## src/ppoc_pkg.sv

```systemverilog
// Package for the downstream port power / overcurrent control block.
// Assumes a single 40 MHz core clock domain.
package ppoc_pkg;
   localparam int PPOC_NPORTS = 3;
   localparam int PPOC_SYNC_STAGES = 3;
   localparam logic [2:0] PPOC_SPLIT_CAPABLE = 3'h3;
   localparam logic [2:0] PPOC_SYNC_RESET = 3'h7;
   localparam logic PPOC_OC_RESET = 1'h0;
   localparam logic PPOC_EN_RESET = 1'h0;
   // Edges after enable before the synchronised level can show the pull-up
   localparam logic [2:0] PPOC_SETTLE_CYCLES = 3'h4;
   localparam logic [2:0] PPOC_SETTLE_RESET = 3'h0;

   typedef struct packed {
      logic in;
      logic out;
      logic oe;
      logic pullup_en;
   } ppoc_pin_t;

   typedef struct packed {
      logic u2_power_en;
      logic u3_power_en;
      logic u2_overcurrent;
      logic u3_overcurrent;
   } ppoc_port_stat_t;
endpackage

```

## src/ppoc_port_ctl.sv

```systemverilog
// Power enable and overcurrent sense for downstream ports 4, 5 and 6.
// Assumes hub configuration and host port-power requests arrive on clk.
`timescale 1ns/1ps
`default_nettype none
// Functional notes
// - Enabled port: pin released, pull-up on
// - Pulled-up high enables external power switch
// - Low on enabled pin means overcurrent
// - Disabled port: pin driven low
// - Ports 4,5 unsplit: pin governs both halves
// - Ports 4,5 split: pin governs USB2 only
// - Port 6 always governs both halves
module ppoc_port_ctl
   import ppoc_pkg::*;
(
   input wire logic clk,
   input wire logic rst,
   input wire logic [2:0] cfg_port_en,
   input wire logic [2:0] host_port_power,
   input wire logic [1:0] split_port_option,
   input wire logic [2:0] oc_clear,
   input wire logic port4_power_sense_pin_in,
   output logic port4_power_sense_pin_out,
   output logic port4_power_sense_pin_oe,
   output logic port4_power_sense_pin_pu,
   input wire logic port5_power_sense_pin_in,
   output logic port5_power_sense_pin_out,
   output logic port5_power_sense_pin_oe,
   output logic port5_power_sense_pin_pu,
   input wire logic port6_power_sense_pin_in,
   output logic port6_power_sense_pin_out,
   output logic port6_power_sense_pin_oe,
   output logic port6_power_sense_pin_pu,
   output ppoc_port_stat_t [2:0] port_stat
);
   // ------------------------------------------------------------
   // Pin gathering
   // ------------------------------------------------------------
   logic [2:0] pin_in;
   logic [2:0] pin_lvl;
   logic [2:0] split_eff;
   ppoc_pin_t [2:0] pin;

   assign pin_in = {port6_power_sense_pin_in, port5_power_sense_pin_in, port4_power_sense_pin_in};
   // Port 6 has no split capability, so its bit is forced off
   assign split_eff = {1'h0, split_port_option} & PPOC_SPLIT_CAPABLE;

   genvar g;
   generate
      for (g = 0; g < PPOC_NPORTS; g++) begin : g_sync
         ppoc_sync u_sync (
            .clk(clk),
            .rst(rst),
            .din(pin_in[g]),
            .dout(pin_lvl[g])
         );
      end
   endgenerate

   // ------------------------------------------------------------
   // Enable and overcurrent state
   // ------------------------------------------------------------
   logic [2:0] en_r;
   logic [2:0] en_nxt;
   logic [2:0] oc_r;
   logic [2:0] oc_nxt;
   logic [PPOC_NPORTS-1:0][2:0] settle_r;
   logic [PPOC_NPORTS-1:0][2:0] settle_nxt;
   logic [2:0] sense_ok;

   always_comb begin
      en_nxt = cfg_port_en & host_port_power;
      settle_nxt = settle_r;
      sense_ok = 3'h0;
      for (int i = 0; i < PPOC_NPORTS; i++) begin
         // Pin was held low while disabled; the sync path still shows that low for a few edges
         if (!en_r[i]) begin
            settle_nxt[i] = PPOC_SETTLE_RESET;
         end else if (settle_r[i] != PPOC_SETTLE_CYCLES) begin
            settle_nxt[i] = settle_r[i] + 3'h1;
         end
         sense_ok[i] = en_r[i] && (settle_r[i] == PPOC_SETTLE_CYCLES);
      end
      // Set wins over clear so an event in the clear cycle is kept
      oc_nxt = (oc_r & ~oc_clear) | (sense_ok & ~pin_lvl);
   end

   always_ff @(posedge clk or posedge rst) begin
      if (rst) begin
         en_r <= {3{PPOC_EN_RESET}};
         oc_r <= {3{PPOC_OC_RESET}};
         settle_r <= {PPOC_NPORTS{PPOC_SETTLE_RESET}};
      end else begin
         en_r <= en_nxt;
         oc_r <= oc_nxt;
         settle_r <= settle_nxt;
      end
   end

   // ------------------------------------------------------------
   // Pin drive and port status
   // ------------------------------------------------------------
   always_comb begin
      for (int i = 0; i < PPOC_NPORTS; i++) begin
         pin[i].in = pin_in[i];
         pin[i].out = 1'h0;
         pin[i].oe = ~en_r[i];
         pin[i].pullup_en = en_r[i];
         port_stat[i].u2_power_en = en_r[i];
         port_stat[i].u2_overcurrent = oc_r[i];
         if (split_eff[i]) begin
            // Split: USB 3.2 half is left to its own control
            port_stat[i].u3_power_en = 1'h0;
            port_stat[i].u3_overcurrent = 1'h0;
         end else begin
            port_stat[i].u3_power_en = en_r[i];
            port_stat[i].u3_overcurrent = oc_r[i];
         end
      end
   end

   assign port4_power_sense_pin_out = pin[0].out;
   assign port4_power_sense_pin_oe = pin[0].oe;
   assign port4_power_sense_pin_pu = pin[0].pullup_en;
   assign port5_power_sense_pin_out = pin[1].out;
   assign port5_power_sense_pin_oe = pin[1].oe;
   assign port5_power_sense_pin_pu = pin[1].pullup_en;
   assign port6_power_sense_pin_out = pin[2].out;
   assign port6_power_sense_pin_oe = pin[2].oe;
   assign port6_power_sense_pin_pu = pin[2].pullup_en;
endmodule
`default_nettype wire

```

## src/ppoc_sync.sv

```systemverilog
// Three-flop synchroniser with agreement filter for one pin input.
// Assumes the input is asynchronous to clk.
`timescale 1ns/1ps
`default_nettype none
module ppoc_sync
   import ppoc_pkg::*;
(
   input wire logic clk,
   input wire logic rst,
   input wire logic din,
   output logic dout
);
   logic [2:0] sync_r;
   logic [2:0] sync_nxt;
   logic level_r;
   logic level_nxt;

   always_comb begin
      sync_nxt = {sync_r[1:0], din};
      level_nxt = level_r;
      // Stage two and three must agree before the level moves
      if (sync_r[1] == sync_r[2]) begin
         level_nxt = sync_r[2];
      end
   end

   always_ff @(posedge clk or posedge rst) begin
      if (rst) begin
         sync_r <= PPOC_SYNC_RESET;
         level_r <= 1'h1;
      end else begin
         sync_r <= sync_nxt;
         level_r <= level_nxt;
      end
   end

   assign dout = level_r;
endmodule
`default_nettype wire

```

## config.mk

```make
export PLATFORM = sky130hd
export DESIGN_NAME = ppoc_port_ctl
export DESIGN_NICKNAME = d
export VERILOG_FILES = /design/src/ppoc_pkg.sv /design/src/ppoc_port_ctl.sv /design/src/ppoc_sync.sv
export SDC_FILE = /design/constraint.sdc
export NUM_CORES = 1
export LEC_CHECK = 0
export ABC_AREA = 1
export ABC_CLOCK_PERIOD_IN_PS = 1900
export BUFFER_PORTS_ARGS = -buffer_cell sky130_fd_sc_hd__buf_2
export CORE_AREA = 2 2 47 71
export CTS_CLUSTER_SIZE = 40
export DETAILED_ROUTE_END_ITERATION = 10
export DIE_AREA = 0 0 49 73
export HOLD_SLACK_MARGIN = 0.05
export SLEW_MARGIN = 20
export SYNTH_ARGS = -nofsm -noshare
export SYNTH_HDL_FRONTEND = slang
export SYNTH_SLANG_ARGS = --single-unit
```

## constraint.sdc

```tcl
create_clock -name clk -period 1.9 [get_ports clk]
set_input_delay 0.38 -clock clk [delete_from_list [all_inputs] [get_ports clk]]
set_output_delay 0.38 -clock clk [all_outputs]
set_load 0.05 [all_outputs]
```

### After elaboration in Yosys (flattened, before gate mapping)

Index checks and enable logic that the tools add are counted.

* register bits after elaboration: 27
* input bits: 16
* output and inout port bits: 21
* logic and storage cells: 48

* add/sub/neg operators: 3
* eq/ne operators: 12
* mux-type cells: 10
* bitwise gates (word level): 9
* reductions and logical operators: 3

Operator list (count)
* 2-to-1 mux 3 bit: 6
* adder 3 x 1 -> 3 bit (second input constant): 3
* AND 3 bit: 3
* == test 3 bit (second input constant): 3
* inequality test 3 bit (second input constant): 3
* inequality test 2 x 1 -> 1 bit (second input constant): 3
* inverter 3 bit: 2
* 2-to-1 mux 1 bit: 4
* == test 1 bit: 3
* logical AND 1 bit: 3
* inverter 1 bit: 3
* bitwise OR 3 bit: 1

### Longest topological paths before layout

* depth in word-level cells: 4
* depth in mapped cells: 5
* depth with buffers taken out: 5

### Modules after synthesis

From an unflattened synthesis, not the netlist that was laid out.

* cell total of the unflattened synthesis: 125
* area total of the unflattened synthesis: 1182.4 sq um

Modules (own cells, without submodules)
* ppoc_port_ctl: instances 1, cells each 98, area each 807.0 sq um, sequential area each 375.4 sq um
* ppoc_sync: instances 3, cells each 9, area each 125.1 sq um, sequential area each 105.1 sq um

### Least setup slack after synthesis

Ideal clock, no wire load.

* kind: register -> output
* start point: reg en_r[1]
* end point: out port_stat[6] in the netlist's numbering
* arrival time: 1.703 ns
* required time: 1.520 ns
* setup slack: -0.183 ns
* stages on the path, launching flop included: 3
* path buffers: 0
* path through: dfrtp_1 -> inv_2 -> nor2_1

RTL lines
* start, declared: line ppoc_port_ctl.sv:63 `logic [2:0] en_r;`
* start signal, assigned: line ppoc_port_ctl.sv:90 `en_r <= {3{PPOC_EN_RESET}};`
* start signal, assigned: line ppoc_port_ctl.sv:94 `en_r <= en_nxt;`
* end, declared: line ppoc_port_ctl.sv:34 `output ppoc_port_stat_t [2:0] port_stat`

==> impl_results.md <==
- Status: complete, no violations
- Leak: 0.0007463 uW
- Worst reg2reg path endpoint: settle_r[3]$_DFFE_PP0P_
- Initial antenna violation count: 0
- Setup crit end kind: output port
- CTS tree: built
- First-pass GRT wire length: 3042 um
- Dpl cells: 187
- Routed length per instance: 9.272 um
- Fin worst setup slack: 364.8 ps
- # Post-CTS Setup Buffers: 0
- Worst-path clk slew: 80 ps
- Commonest non-fill, non-tap cell in the layout: buf_2
- Commonest non-fill, non-tap cells in the layout: buf_2, nand2_1, inv_1
- Tcrit/Tclk final: 80.80%
- Count of buffers from port buffering: 33
- Number of global-route vias before repair: 771
- Critical path launch point type: flop
- Number of nets in the layout: 174
- Vias: 836
- Num CTS Buffers: 3
- Total power: 1081 uW
- Syn_area_per_cell: 9.747 um2
- Clk_skew: 0.8911 ps
- Syn Inst Count: 119
- Setup-failing EPs final: 0
- Number of gates resized after CTS: 0
- Hold buffers post-CTS: 0
- Final Cell Area: 1380 um2
- Die footprint: 3577 um2
- Core Region: 3034 um2
- Unique masters post-synth: 14
- H-tree Lvls: 1
- Fmax: 651.4 MHz
- CP Launch Point: en_r[0]$_DFF_PP0_
- Synth top area share: 32.36%
- Post-DP HPWL: 1367 um
- Hold Fails Final Rpt: 0
- All-Layer GR Usage: 11.14%
- Post-route DRC: 0
- Max Root-Sink Buffers: 2
- Syn Std Cell Area: 1160 um2
- Top cells by area, synth: dfrtp_1, dfstp_2, nand2_1, ha_1, inv_1
- Critical path class: flop to output port
- GP Congestion: 0.7259
- Clk sinks: 27
- Non-filler cells, final: 191
- Max_cap viols: 0
- Cell Area, Placed: 1335 um2
- Crit Reg-Reg Startpoint: settle_r[3]$_DFFE_PP0P_
- Vias per inst: 4.377
- Register area share after synthesis: 59.55%
- Post-synthesis register bit count: 27
- Final WL: 1771 um
- Leading area contributor after synthesis: dfrtp_1
- Pwr/cell area: 783.4 nW/um2
- Die W: 49 um
- Hold Crit Class: input pin to async pin
- DR iter-0 viols: 6
- Num rows: 25
- Grt total ovfl: 0
- Clock Tree Root: clkbuf_8
- Clk_lat worst skew: 260 ps
- Largest net degree at the start of global routing: 28
- Flop2flop setup slack: 830 ps
- Layout Area Growth over Synthesis: 18.99%
- N_diodes: 0
- Layout cell share with drive strength beyond 1: 35.10%
- Yosys warnings: 0
- Fin. max-slew vios: 0
- Period minus WS final: 1535 ps
- Max VDD drop: 0.0004443 V
- Crit path max fanout: 9
- Final ANT Viol Nets: 0
- Setup TNS: 0 ps
- First-pass DRT Iterations: 4
- Worst-case reg-to-reg path depth: 5
- Crit path required time: 1520 ps
- CP Data Arrival Time: 1160 ps
- Die Height: 73 um
- Num ports: 37
- FILL cells: 308
- RSZ-0062 raised after global routing: no
- Initial Utilization: 38.23%
- Dpl ws: 647.7 ps
cells by family (layout without fill, tap and decap cells):
| group | Yosys count | count (layout) | synth area share (%) |
|---|---|---|---|
| buffers and inverters | 27 | 57 | 11.33 |
| adders and majority gates | 6 | 6 | 6.472 |
| other | 1 | 3 | 0.3233 |
| and+or+nand+nor | 51 | 51 | 19.31 |
| DFF | 27 | 27 | 59.55 |
| AOI/OAI and AO/OA | 7 | 7 | 3.020 |
flip-flops by register name, summed over array words and instances (netlist names):
signal and count:
settle_r 9, g_sync.u_sync.dout 3, oc_r 3, en_r 3, g_sync.u_sync.sync_r 9
critical path, cell delays in order, from the launching register on:
cell and delay [ps]:
dfrtp_1 480, inv_2 60, nor2_2 80, buf_2 260
worst max path at each step:
stage,slack (ps),cells after the start,end
after floorplan,50,2,port_stat[6]
after global placement,690,3,port_stat[6]
after detailed placement,650,3,port_stat[2]
after CTS,340,3,port_stat[2]
after global routing,280,3,port_stat[6]
final,360,3,port_stat[2]
through the flow:
stage	hold WS [ps]	utilization, %
floorplan	345.2	-
global placement	346.7	44.00
detailed placement	346.8	44.00
CTS	173.4	45.48
global route	191.5	45.48
finish	155.1	45.48
final cells by class:
| class | instances | area, um2 | share of cell area [%] |
|---|---|---|---|
| Inverter | 19 | 71.32 | 5.168 |
| Sequential cell | 27 | 690.7 | 50.05 |
| Clock buffer | 4 | 45.04 | 3.264 |
| Multi-Input combinational cell | 67 | 350.3 | 25.39 |
| Timing Repair Buffer | 34 | 172.7 | 12.51 |
| Tap cell | 40 | 50.05 | 3.626 |
metal layers:
metal	global-route usage, %	share of wire (%)	up-vias
met4	6.667	2.6	0
met3	2.049	6.5	5
met1	12.62	45	369
li1	-	-	425
met5	0	0	-
met2	19.48	46	37
report_power, final:
part / internal [uW] / leakage [uW] / total [uW] / switching [uW]
clock network: 150 / 0.0000228 / 308 / 158
registers: 613 / 0.000329 / 633 / 19.3
logic: 37.6 / 0.000394 / 140 / 103
total: 801 / 0.000746 / 1080 / 280
synth_stat cells:
cell / count
a21oi_1: 3
buf_4: 8
conb_1: 1
dfrtp_1: 15
dfstp_2: 12
ha_1: 6
inv_1: 17
inv_2: 2
nand2_1: 22
nand3_1: 6
nand4_1: 8
nor2_1: 13
o21ai_1: 4
or2_1: 2
Note: power is estimated with default switching activity, not from simulation.
